File: src/logic/host_control_defs.svh
// Constants for the host control register block
`ifndef HOST_CONTROL_DEFS_SVH
`define HOST_CONTROL_DEFS_SVH
`define HC_OFF_HOST_CONTROL 12'h21c
`define HC_IDX_HOST_CONTROL 8'h87
`define HC_OFF_SLEEP_CTRL   12'h220
`define HC_OFF_SEQ_REG      12'h224
`define HC_RESET_VAL        8'h05
`define HC_BIT_SOFT_RESET   0
`define HC_BIT_INT_EN       1
`define HC_BIT_HOLD         2
`define HC_BIT_SPARE        3
`define HC_BIT_SW_INT       4
`define HC_BIT_POWER_DOWN   6
`define HC_WR_MASK          8'h5f
`define HC_ACK_TIMEOUT      8'hff
`endif

File: src/logic/host_control_pkg.sv
// Types for the host control register block
package host_control_pkg;
   typedef enum logic [1:0] {
      ST_IDLE    = 2'b00,
      ST_ACCESS  = 2'b01,
      ST_STRETCH = 2'b10
   } bus_state_t;
endpackage : host_control_pkg

File: src/logic/host_control_power_register.sv
// Host control register with power-down, hold request and APB slave
`timescale 1ns/1ps
`default_nettype none
`include "host_control_defs.svh"
module host_control_power_register
   import host_control_pkg::*;
#(
   parameter int ACK_WAIT = `HC_ACK_TIMEOUT
) (
   input  wire logic        clk,
   input  wire logic        rst_n,
   input  wire logic        pci_reset_n,
   input  wire logic        psel,
   input  wire logic        penable,
   input  wire logic        pwrite,
   input  wire logic [11:0] paddr,
   input  wire logic [31:0] pwdata,
   output logic [31:0]      prdata,
   output logic             pready,
   output logic             pslverr,
   input  wire logic        sequencer_hold_ack,
   input  wire logic        irq_request,
   output logic             sequencer_hold_req,
   output logic             core_clock_gate_n,
   output logic             pci_clock_gate_n,
   output logic             scsi_input_enable,
   output logic             interrupt_out_a,
   output logic             chip_soft_reset
);
   // Wait counter is eight bits wide, so longer waits cannot be served
   if (ACK_WAIT < 1 || ACK_WAIT > 255) begin : g_bad_wait
      $error("ACK_WAIT out of range");
   end

   // Synchronisers for pins from outside the clock domain
   // Only the second stage is read, so a metastable first stage stays hidden
   logic pr_s1_ff, pr_s2_ff, ack_s1_ff, ack_s2_ff;
   always_ff @(posedge clk or negedge rst_n) begin
      if (!rst_n) begin
         pr_s1_ff  <= 1'b0;
         pr_s2_ff  <= 1'b0;
         ack_s1_ff <= 1'b0;
         ack_s2_ff <= 1'b0;
      end else begin
         pr_s1_ff  <= ~pci_reset_n;
         pr_s2_ff  <= pr_s1_ff;
         ack_s1_ff <= sequencer_hold_ack;
         ack_s2_ff <= ack_s1_ff;
      end
   end

   // Bus and register state
   bus_state_t  state_ff, nxt_state;
   logic [7:0]  ctrl_ff, nxt_ctrl;
   logic [1:0]  sleep_ff, nxt_sleep;
   logic [7:0]  seq_ff, nxt_seq;
   logic        pend_ff, nxt_pend;       // Hold bit changed, read must wait
   logic        want_ff, nxt_want;       // Value of hold bit last written
   logic [7:0]  wait_ff, nxt_wait;
   logic [31:0] prdata_ff, nxt_prdata;
   logic        pready_ff, nxt_pready;
   logic        perr_ff, nxt_perr;
   logic        srst_ff, nxt_srst;
   logic        irq_ff, nxt_irq;

   // Address decode and read-back view
   logic        pwr_dn;
   logic        hc_sel, sl_sel, sq_sel, mapped, match;
   logic [7:0]  hc_read, wr_val;
   assign pwr_dn = ctrl_ff[`HC_BIT_POWER_DOWN];
   assign hc_sel = (paddr == `HC_OFF_HOST_CONTROL);
   assign sl_sel = (paddr == `HC_OFF_SLEEP_CTRL);
   assign sq_sel = (paddr == `HC_OFF_SEQ_REG);
   assign mapped = hc_sel | sl_sel | sq_sel;
   // Hold bit reads back the acknowledge, not the request
   assign hc_read = {ctrl_ff[7:3], ack_s2_ff, ctrl_ff[1:0]};
   assign match   = (ack_s2_ff == want_ff);

   // Write value with the power-down interlock applied
   always_comb begin
      wr_val = pwdata[7:0] & `HC_WR_MASK;
      if (pwdata[`HC_BIT_POWER_DOWN] && !pwdata[`HC_BIT_HOLD]) begin
         wr_val[`HC_BIT_POWER_DOWN] = ctrl_ff[`HC_BIT_POWER_DOWN];
      end
   end

   // APB slave, register file and auto access hold sequencing
   always_comb begin
      nxt_state  = state_ff;
      nxt_ctrl   = ctrl_ff;
      nxt_sleep  = sleep_ff;
      nxt_seq    = seq_ff;
      nxt_pend   = pend_ff;
      nxt_want   = want_ff;
      nxt_wait   = wait_ff;
      nxt_prdata = prdata_ff;
      nxt_pready = 1'b0;
      nxt_perr   = 1'b0;
      nxt_srst   = 1'b0;
      nxt_irq    = 1'b0;
      if (pend_ff && match) begin
         nxt_pend = 1'b0;
      end
      unique case (state_ff)
         ST_IDLE: begin
            if (psel && !penable) begin
               nxt_state = ST_ACCESS;
            end
         end
         ST_ACCESS: begin
            if (pwrite) begin
               // Writes never wait on the acknowledge
               nxt_pready = 1'b1;
               nxt_state  = ST_IDLE;
               if (hc_sel) begin
                  nxt_ctrl  = wr_val;
                  nxt_sleep = 2'b00;
                  if (wr_val[`HC_BIT_HOLD] != ctrl_ff[`HC_BIT_HOLD]) begin
                     nxt_pend = 1'b1;
                  end
                  nxt_want = wr_val[`HC_BIT_HOLD];
                  if (pwdata[`HC_BIT_SOFT_RESET]) begin
                     nxt_ctrl = `HC_RESET_VAL;
                     nxt_srst = 1'b1;
                     nxt_pend = 1'b0;
                     nxt_want = 1'b1;
                  end
               end else if (sl_sel && !pwr_dn) begin
                  nxt_sleep = pwdata[1:0];
               end else if (sq_sel && !pwr_dn && ack_s2_ff) begin
                  nxt_seq = pwdata[7:0];
               end else begin
                  nxt_perr = 1'b1;
               end
            end else if (hc_sel) begin
               // Read stretched in the shared hold timing until matched
               if (!pend_ff || match) begin
                  nxt_prdata = {24'h000000, hc_read};
                  nxt_pready = 1'b1;
                  nxt_state  = ST_IDLE;
               end else begin
                  nxt_state = ST_STRETCH;
                  nxt_wait  = 8'(ACK_WAIT);
               end
            end else if (mapped && !pwr_dn && (sl_sel || ack_s2_ff)) begin
               nxt_prdata = sl_sel ? {30'h0, sleep_ff} : {24'h0, seq_ff};
               nxt_pready = 1'b1;
               nxt_state  = ST_IDLE;
            end else if (sq_sel && !pwr_dn) begin
               // Sequencer-owned register waits in the auto access hold
               nxt_state = ST_STRETCH;
               nxt_wait  = 8'(ACK_WAIT);
            end else begin
               nxt_prdata = 32'h00000000;
               nxt_pready = 1'b1;
               nxt_perr   = 1'b1;
               nxt_state  = ST_IDLE;
            end
         end
         ST_STRETCH: begin
            // Bounded wait so a dead sequencer cannot hang the bus
            nxt_wait = wait_ff - 8'h01;
            if ((hc_sel && match) || (sq_sel && ack_s2_ff) || wait_ff == 8'h00) begin
               nxt_prdata = hc_sel ? {24'h0, hc_read} : {24'h0, seq_ff};
               nxt_perr   = (wait_ff == 8'h00);
               nxt_pready = 1'b1;
               nxt_state  = ST_IDLE;
            end
         end
         default: nxt_state = ST_IDLE;
      endcase
      if (pready_ff) begin
         nxt_pready = 1'b0;
         nxt_perr   = 1'b0;
         nxt_state  = ST_IDLE;
      end
      // Bus reset comes last so it beats a write in the same cycle
      if (pr_s2_ff) begin
         nxt_ctrl  = `HC_RESET_VAL;
         nxt_pend  = 1'b0;
         nxt_want  = 1'b1;
         nxt_sleep = 2'b00;
      end
      // Interrupt follows the next control value so power-down masks it at once
      nxt_irq = irq_request & nxt_ctrl[`HC_BIT_INT_EN] & ~nxt_ctrl[`HC_BIT_POWER_DOWN];
   end

   always_ff @(posedge clk or negedge rst_n) begin
      if (!rst_n) begin
         state_ff  <= ST_IDLE;
         ctrl_ff   <= `HC_RESET_VAL;
         sleep_ff  <= 2'b00;
         seq_ff    <= 8'h00;
         pend_ff   <= 1'b0;
         want_ff   <= 1'b1;
         wait_ff   <= 8'h00;
         prdata_ff <= 32'h00000000;
         pready_ff <= 1'b0;
         perr_ff   <= 1'b0;
         srst_ff   <= 1'b0;
         irq_ff    <= 1'b0;
      end else begin
         state_ff  <= nxt_state;
         ctrl_ff   <= nxt_ctrl;
         sleep_ff  <= nxt_sleep;
         seq_ff    <= nxt_seq;
         pend_ff   <= nxt_pend;
         want_ff   <= nxt_want;
         wait_ff   <= nxt_wait;
         prdata_ff <= nxt_prdata;
         pready_ff <= nxt_pready;
         perr_ff   <= nxt_perr;
         srst_ff   <= nxt_srst;
         irq_ff    <= nxt_irq;
      end
   end

   // Power-down side effects, all from flip-flops
   logic gate_ff, scsi_ff, hold_ff;
   logic nxt_gate, nxt_scsi, nxt_hold;
   // Taken from the next control value so they switch with the register itself
   always_comb begin
      nxt_gate = ~nxt_ctrl[`HC_BIT_POWER_DOWN];
      nxt_scsi = ~nxt_ctrl[`HC_BIT_POWER_DOWN];
      nxt_hold = nxt_ctrl[`HC_BIT_HOLD];
   end

   always_ff @(posedge clk or negedge rst_n) begin
      if (!rst_n) begin
         gate_ff <= 1'b1;
         scsi_ff <= 1'b1;
         hold_ff <= 1'b1;
      end else begin
         gate_ff <= nxt_gate;
         scsi_ff <= nxt_scsi;
         hold_ff <= nxt_hold;
      end
   end

   // Every output is a plain flip-flop
   assign prdata             = prdata_ff;
   assign pready             = pready_ff;
   assign pslverr            = perr_ff;
   assign sequencer_hold_req = hold_ff;
   assign core_clock_gate_n  = gate_ff;
   assign pci_clock_gate_n   = gate_ff;
   assign scsi_input_enable  = scsi_ff;
   assign interrupt_out_a    = irq_ff;
   assign chip_soft_reset    = srst_ff;

   // Power-down effects follow the control register in the same cycle
   a_irq_blocked: assert property (@(posedge clk) disable iff (!rst_n)
      pwr_dn |-> !interrupt_out_a)
      else $error("interrupt raised while powered down");
   a_clk_gated: assert property (@(posedge clk) disable iff (!rst_n)
      pwr_dn |-> !core_clock_gate_n)
      else $error("core clock not gated");
   a_pci_gated: assert property (@(posedge clk) disable iff (!rst_n)
      pwr_dn |-> !pci_clock_gate_n)
      else $error("bus clock not gated");
   a_scsi_iso: assert property (@(posedge clk) disable iff (!rst_n)
      pwr_dn |-> !scsi_input_enable)
      else $error("scsi inputs not isolated");

   // Register bus, interlock and power-down access limits
   a_interlock_pd: assert property (@(posedge clk) disable iff (!rst_n)
      (state_ff == ST_ACCESS && pwrite && hc_sel && pwdata[6] && !pwdata[2]
       && !pwdata[0] && !pwr_dn && !pr_s2_ff) |=> !pwr_dn)
      else $error("interlock failed");
   a_sleep_clear: assert property (@(posedge clk) disable iff (!rst_n)
      (state_ff == ST_ACCESS && pwrite && hc_sel) |=> sleep_ff == 2'b00)
      else $error("sleep not cleared");
   a_write_fast: assert property (@(posedge clk) disable iff (!rst_n)
      (state_ff == ST_ACCESS && pwrite && !pready_ff) |=> pready)
      else $error("write not answered");
   a_pd_restrict: assert property (@(posedge clk) disable iff (!rst_n)
      (state_ff == ST_ACCESS && (sl_sel || sq_sel) && pwr_dn && !pready_ff) |=> pslverr)
      else $error("access not restricted");

   // Read-back stretching after a hold change and on sequencer register reads
   a_read_match: assert property (@(posedge clk) disable iff (!rst_n)
      (pready && !pwrite && hc_sel && !pslverr && $past(pend_ff))
      |-> prdata[2] == $past(want_ff)) else $error("stretched read mismatch");
   a_stretch_hold: assert property (@(posedge clk) disable iff (!rst_n)
      (state_ff == ST_STRETCH && hc_sel && !match && wait_ff != 8'h00) |=> !pready)
      else $error("read released before match");
   a_stretch_end: assert property (@(posedge clk) disable iff (!rst_n)
      (state_ff == ST_STRETCH && hc_sel && match && wait_ff != 8'h00) |=> pready && !pslverr)
      else $error("matched read not released");
   a_seq_wait: assert property (@(posedge clk) disable iff (!rst_n)
      (state_ff == ST_ACCESS && !pwrite && sq_sel && !pwr_dn && !ack_s2_ff)
      |=> state_ff == ST_STRETCH) else $error("sequencer read not held");

   // Reset values and the hold handshake
   a_soft_reset: assert property (@(posedge clk) disable iff (!rst_n)
      chip_soft_reset |-> ctrl_ff == `HC_RESET_VAL)
      else $error("soft reset value");
   a_bus_reset: assert property (@(posedge clk) disable iff (!rst_n)
      pr_s2_ff |=> ctrl_ff == `HC_RESET_VAL)
      else $error("bus reset value");
   a_hold_req: assert property (@(posedge clk) disable iff (!rst_n)
      sequencer_hold_req == ctrl_ff[`HC_BIT_HOLD])
      else $error("hold request differs from register");
   a_read_ack: assert property (@(posedge clk) disable iff (!rst_n)
      (pready && !pwrite && hc_sel && !pslverr) |-> prdata[2] == $past(ack_s2_ff))
      else $error("hold bit does not show acknowledge");
endmodule : host_control_power_register
`default_nettype wire

File: config.mk
export PLATFORM = sky130hd
export DESIGN_NAME = host_control_power_register
export DESIGN_NICKNAME = d
export VERILOG_FILES = /design/src/logic/host_control_pkg.sv /design/src/logic/host_control_power_register.sv
export VERILOG_INCLUDE_DIRS = /design/src /design/src/logic
export SDC_FILE = /design/constraint.sdc
export NUM_CORES = 1
export LEC_CHECK = 0
export ABC_AREA = 1
export BUFFER_PORTS_ARGS = -buffer_cell sky130_fd_sc_hd__buf_4
export CAP_MARGIN = 20
export CELL_PAD_IN_SITES_DETAIL_PLACEMENT = 1
export CELL_PAD_IN_SITES_GLOBAL_PLACEMENT = 2
export CORE_MARGIN = 3
export CORE_UTILIZATION = 30
export DETAILED_ROUTE_END_ITERATION = 8
export PLACE_DENSITY = 0.93
export SLEW_MARGIN = 20
export SYNTH_ARGS = -nofsm -noshare
export SYNTH_HDL_FRONTEND = slang
export SYNTH_SLANG_ARGS = --single-unit
File: constraint.sdc
create_clock -name clk -period 2.5 [get_ports clk]
set_clock_uncertainty 0.05 [all_clocks]
set_input_delay 0.5 -clock clk [delete_from_list [all_inputs] [get_ports clk]]
set_output_delay 0.5 -clock clk [all_outputs]
set_load 0.01 [all_outputs]
==> results of run 1 <==
worst max-delay path by stage:
stage,to,start,slack [ns]
2_1_floorplan,wait_ff[4],state_ff[0],0.76
5_1_grt,prdata[2],paddr[7],0.33
6_report,wait_ff[2],state_ff[1],0.56
3_3_place_gp,prdata[1],paddr[7],0.30
4_1_cts,prdata[0],ack_s2_ff,0.53
3_5_place_dp,prdata[0],paddr[7],0.25
Yosys cell counts, drive strengths merged:
cell | n | area share
a21oi | 10 | 0.019
a22oi | 1 | 0.0026
a31oi | 1 | 0.0022
buf | 31 | 0.086
conb | 1 | 0.0013
dfrtp | 41 | 0.36
dfstp | 4 | 0.037
ha | 5 | 0.022
inv | 64 | 0.083
nand2 | 107 | 0.15
nand3 | 25 | 0.055
nand4 | 9 | 0.025
nor2 | 34 | 0.060
nor3 | 6 | 0.010
o211ai | 1 | 0.0026
o21ai | 33 | 0.080
o21bai | 1 | 0.0026
o22ai | 1 | 0.0022
or2 | 1 | 0.0022
xnor2 | 2 | 0.0061
routing by layer:
| metal | part of all wire | track usage |
|---|---|---|
| met4 | 0.017 | 0.0456 |
| met5 | 0 | 0 |
| met1 | 0.46 | 0.167 |
| met3 | 0.044 | 0.0223 |
| met2 | 0.48 | 0.222 |
metrics by stage:
step | total power (µW) | instance area [µm²]
2_1_floorplan | 1690 | 2970
5_1_grt | 2630 | 3340
3_3_place_gp | 1830 | 3220
3_5_place_dp | 1880 | 3220
6_report | 2410 | 3340
4_1_cts | 2450 | 3340
registers in the layout, summed over array words and instances, names as in the netlist, 2 cells and up:
name	flops
prdata	8
seq_ff	8
wait_ff	8
ctrl_ff	6
sleep_ff	2
state_ff	2
where the power goes:
group / internal [µW] / switching [µW] / total (µW)
Sequential: 834 / 82.1 / 916
Clock: 300 / 261 / 561
Combinational: 327 / 608 / 936
Total: 1460 / 951 / 2410
kinds of logic after synthesis:
group	count (synthesis)	share of synthesized area
and+or+nand+nor	182	0.298
buffers and inverters	95	0.169
adders and majority gates	5	0.0217
DFF	45	0.393
other	1	0.00130
AOI/OAI and AO/OA	48	0.110
xor gates and xnor gates	2	0.00609
area by class of cell:
class | count | area [µm²] | area share
clock buffers | 6 | 72.6 | 0.0218
clock inverters | 2 | 38.8 | 0.0116
flip-flops and latches | 45 | 1130 | 0.339
inverters | 64 | 240 | 0.0720
multi-input cells | 261 | 1350 | 0.404
repair buffers | 46 | 345 | 0.104
well taps | 129 | 161 | 0.0484
placed cells by master (no fill, tap or decap), drive strengths merged, types with 5 or more instances in the layout:
master  synthesis  routed
ha              5       5
nor3            6       6
o21ai          33      33
a21oi          10      10
nand2         107     107
clkbuf          0       6
nand4           9       9
nor2           34      34
nand3          25      25
inv            64      64
buf            31      46
conb            1      24
dfrtp          41      41
worst max-delay path, cell delays in order, from the launching register on:
cell     delay, ns
dfrtp_1       0.37
inv_1         0.08
ha_1          0.21
buf_4         0.18
or2_2         0.30
nand2_2       0.09
nand4_4       0.29
nand2_1       0.18
o21ai_2       0.06
==> parameters.txt, run 1 <==
Parameter                              Value

Timing
  Number of endpoints with negative hold slack in the final report ... 0
  Portion of the clock cycle consumed by the worst path in the final layout ... 0.777
  Post-layout min period ... 1.94 ns
  Setup repair after global routing missed its margin ... false
  Worst-case setup margin in the final layout ... 0.557 ns
  Relative slew slack ... 0.612
  Total count of max-transition violations in the final report ... 0
  Worst hold margin ... 0.126 ns
  Final setup violating endpoints ... 0
  Max Freq ... 515 MHz
  Transition time at the pin with the least slew margin ... 0.582 ns
  Setup TNS ... 0 ns

Outcome
  Status ... finished clean

Clock tree
  Quantity of gates resized following cts ... 0
  # H-tree levels ... 2
  Post-CTS Setup Repair Bufs ... 0
  Number of buffers on the longest clock path ... 2
  TritonCTS Buffers ... 5
  Hold bufs inserted after CTS ... 0
  Clock transition time at the flip-flop clock pins of the worst setup and hold paths ... 0.09 ns
  Worst-Skew Late Latency ... 0.31 ns
  TritonCTS clock tree ... yes
  Root buffer selected by CTS ... clkbuf_8
  Clock sink total ... 45

Cells and area
  Area added between synthesis and finish ... 15.9%
  Fill cell total of the finished layout ... 1,200
  Utilization of the core after routing ... 0.359
  Number of inserted diodes ... 0
  Cell Count, Final, Fillers Out ... 553
  Fraction of final layout cells with drive strength greater than 1 ... 0.238
  Final nets ... 480

Routing
  Total wire length ... 6620 µm
  Post-DR vias/cell ... 4.37
  Total number of vias ... 2,419
  Remaining antenna violation count after routing ... 0
  Routed wire per std cell ... 12.0 µm
  Starting DRT DRC Count ... 94
  Pre-Repair DR Iteration Count ... 4
  Post-detailed-route DRC marker count ... 0

Pwr
  Power density of the placed cells ... 723 nW/µm²
  Peak supply drop ... 0.301 mV
  Leak ... 0.00181 µW

Placement
  Post-detail-place hpwl ... 5280 µm
  Global placer's final weighted congestion ... 0.831
  Placed cells ... 545
  Pre-CTS WS ... 0.254 ns
  Port bufs ... 43

Global routing
  Maximum number of pins on one net before global-route repair ... 46
  Wire length of the first global-routing pass ... 11,700 µm
  Vias in the first global route ... 2,518
  Global Route Usage Sum ... 0.130
  Antenna violations before repair ... 0
  Remaining global-route overflow ... 0

Critical path
  Type of destination of the critical path ... register
  Worst reg-to-reg path cell count ... 8
  Setup slack of the most critical reg-to-reg path ... 0.56 ns
  Largest fanout of any net on the critical path ... 16
  Crit path DAT ... 2.08 ns
  Worst reg2reg startpoint ... state_ff[1]
  Startpoint-to-endpoint class of the critical path ... reg2reg
  Required arrival time at the worst endpoint ... 2.64 ns
  Reg2reg end ... wait_ff[2]
  Nature of the critical path startpoint ... register

Floorplan
  I/O Pins ... 92
  Initial core utilization ... 0.310
  Die W ... 104 µm
  Placement row count ... 35
  Die Outline Area ... 10,800 µm²
  Core area ... 9280 µm²
  Die boundary height ... 104 µm

Yosys
  Number of register bits inferred by synthesis ... 45
  Number of distinct library cell variants in the gate-level netlist after synthesis ... 33
  Number of cells produced by synthesis ... 378
  Post-Syn Area per Cell ... 7.62 µm²
  Number of warnings printed during yosys synthesis ... 0
  Post-Syn Area ... 2880 µm²
  Proportion of synthesized chip area in sequential cells ... 0.393

Flow run
  Number of max-capacitance violations reported ... 0

Min path
  Worst min-delay path class ... in2async
(Power assumes the default switching activity.)
==> run 2: changes to the inputs <==
--- a/config.mk
+++ b/config.mk
@@ -12,9 +12,9 @@
 export CELL_PAD_IN_SITES_DETAIL_PLACEMENT = 1
 export CELL_PAD_IN_SITES_GLOBAL_PLACEMENT = 2
 export CORE_MARGIN = 3
-export CORE_UTILIZATION = 30
+export CORE_UTILIZATION = 25
 export DETAILED_ROUTE_END_ITERATION = 8
-export PLACE_DENSITY = 0.93
+export PLACE_DENSITY = 0.83
 export SLEW_MARGIN = 20
 export SYNTH_ARGS = -nofsm -noshare
 export SYNTH_HDL_FRONTEND = slang
==> constraint.sdc (replaced) <==
create_clock -name clk -period 1.75 [get_ports clk]
set_clock_uncertainty 0.05 [all_clocks]
set_input_delay 0.35 -clock clk [delete_from_list [all_inputs] [get_ports clk]]
set_output_delay 0.35 -clock clk [all_outputs]
set_load 0.01 [all_outputs]
==> run 2 against run 1 <==
Against the previous run:
- sequential cell count did not move
- register-to-register slack got worse by 0.50 ns
- critical path depth rose by 1
- global-route usage fell by 1.5 points
- die area rose by 19%
- design area rose by 12%
- via count rose by 5.3%
- clock-buffer cell count rose by 1
- fmax rose by 15%
- sequential share of layout area fell by 3.7 points
- non-clock buffer count rose by 27
- largest power group unchanged
==> parameters.txt, run 2 (synthesized netlist as in run 1, its figures left out) <==
Parameter                              Value

Outcome
  Status ... finished clean

Cells and area
  Area added between synthesis and finish ... 30.0%
  Final nets ... 507
  Most common library cell in the layout ignoring fill and taps ... nand2_1
  Area of combinational cells with multiple inputs ... 1430 µm²
  Most frequent cells in the layout ... nand2_1, buf_4, inv_1, dfrtp_1, conb_1
  Number of inserted diodes ... 0
  Fill cell total of the finished layout ... 1,371
  Utilization of the core after routing ... 0.339
  Sequential cell area in the final layout ... 1130 µm²
  Finished layout cell area ... 3740 µm²
  Fraction of final layout cells with drive strength greater than 1 ... 0.341

Clock tree
  Clock transition time at the flip-flop clock pins of the worst setup and hold paths ... 0.06 ns
  Worst-Skew Late Latency ... 0.28 ns
  Clock sink total ... 45
  # H-tree levels ... 2
  Number of buffers on the longest clock path ... 2
  Root buffer selected by CTS ... clkbuf_16
  TritonCTS clock tree ... yes
  TritonCTS Buffers ... 5

Routing
  Total wire length ... 7480 µm
  Total number of vias ... 2,546
  Pre-Repair DR Iteration Count ... 4
  Post-detailed-route DRC marker count ... 0
  Post-DR vias/cell ... 4.31
  Starting DRT DRC Count ... 100
  Remaining antenna violation count after routing ... 0
  Routed wire per std cell ... 12.7 µm

Timing
  Number of endpoints with negative hold slack in the final report ... 0
  Portion of the clock cycle consumed by the worst path in the final layout ... 0.966
  Total count of max-transition violations in the final report ... 0
  Relative slew slack ... 0.612
  Max Freq ... 592 MHz
  Setup repair after global routing missed its margin ... true
  Transition time at the pin with the least slew margin ... 0.581 ns
  Post-layout min period ... 1.69 ns
  Final setup violating endpoints ... 0

Global routing
  Most utilized layer in the global route result ... met2
  Vias in the first global route ... 2,620
  Met1 demand-to-capacity share in global routing ... 0.148
  Remaining global-route overflow ... 0
  Maximum number of pins on one net before global-route repair ... 46
  Global Route Usage Sum ... 0.115
  Global-route met3 utilization ... 0.0193
  Wire length of the first global-routing pass ... 12,100 µm
  Antenna violations before repair ... 0
  Fraction of met2 tracks used by global routing ... 0.200

Floorplan
  Die W ... 113 µm
  Initial core utilization ... 0.261
  Core area ... 11,000 µm²
  Die Outline Area ... 12,800 µm²
  I/O Pins ... 92
  Die boundary height ... 113 µm
  Placement row count ... 38

Placement
  Global placer's final weighted congestion ... 0.833
  Post-detail-place hpwl ... 5850 µm
  Instance area after placement ... 3460 µm²
  Port bufs ... 43

Min path
  Worst min-delay path class ... in2async

Critical path
  Startpoint-to-endpoint class of the critical path ... reg2reg
  Crit path DAT ... 1.82 ns
  Largest fanout of any net on the critical path ... 16
  Type of destination of the critical path ... register
  Worst reg-to-reg path cell count ... 9
  Required arrival time at the worst endpoint ... 1.87 ns
  Nature of the critical path startpoint ... register

Pwr
  Power consumption ... 4100 µW
  Power density of the placed cells ... 1100 nW/µm²
  Leak ... 0.00200 µW
  Peak supply drop ... 0.480 mV

Flow run
  Number of max-capacitance violations reported ... 0
run 2: final timing paths:
path | startpoint | endpoint | slack [ns]
max reg2reg | state_ff[0] | wait_ff[0] | 0.06
max in group asynchronous | rst_n | wait_ff[5] | 1.24
max | state_ff[0] | wait_ff[0] | 0.06
min | rst_n | prdata[5] | 0.01
min in group clk | sequencer_hold_ack | ack_s1_ff | 0.12
min reg2reg | pr_s1_ff | pr_s2_ff | 0.31
run 2: critical path, cell delays in order, from the launching register on:
cell and delay [ns]:
dfrtp_1 0.42, inv_2 0.08, ha_2 0.17, inv_1 0.05, or2_2 0.28, nand2_2 0.10, nand4_4 0.12, buf_12 0.17
nand2_1 0.08, o21ai_2 0.05
run 2: routing by layer:
| layer | wire length [µm] | up-vias |
|---|---|---|
| met4 | 73 | 0 |
| li1 | - | 1270 |
| met1 | 3350 | 1216 |
| met2 | 3790 | 54 |
| met3 | 267 | 6 |
| met5 | 0 | - |
run 2: timing repair:
action                                  CTS  global route
resized for setup                         0            36
buffers inserted                          0             2
endpoints found under the setup margin    0            22
hold buffers                              0             0
run 2: per-stage QoR:
stage | TNS (ns) | std cells | setup WS, ns | hold WS (ns)
after CTS | 0 | 588 | 0.0298 | 0.0402
after global placement | -0.469 | 580 | -0.0550 | 0.286
after detailed placement | -1.42 | 580 | -0.105 | 0.300
final | 0 | 591 | 0.0594 | 0.0143
after floorplan | 0 | 401 | 0.00773 | 0.00441
after global routing | -0.229 | 591 | -0.0572 | 0.0586
run 2: power breakdown:
part	total [µW]	internal, µW	switching [µW]
Sequential	1330	1190	138
Clock	1090	713	375
Combinational	1680	688	994
run 2: final cells by class:
class	instances	share of cell area
clock buffer	7	0.0381
clock inverter	1	0.00802
inverter	64	0.0642
multi-input combinational	261	0.382
sequential	45	0.302
tap	140	0.0468
timing repair buffer	73	0.158
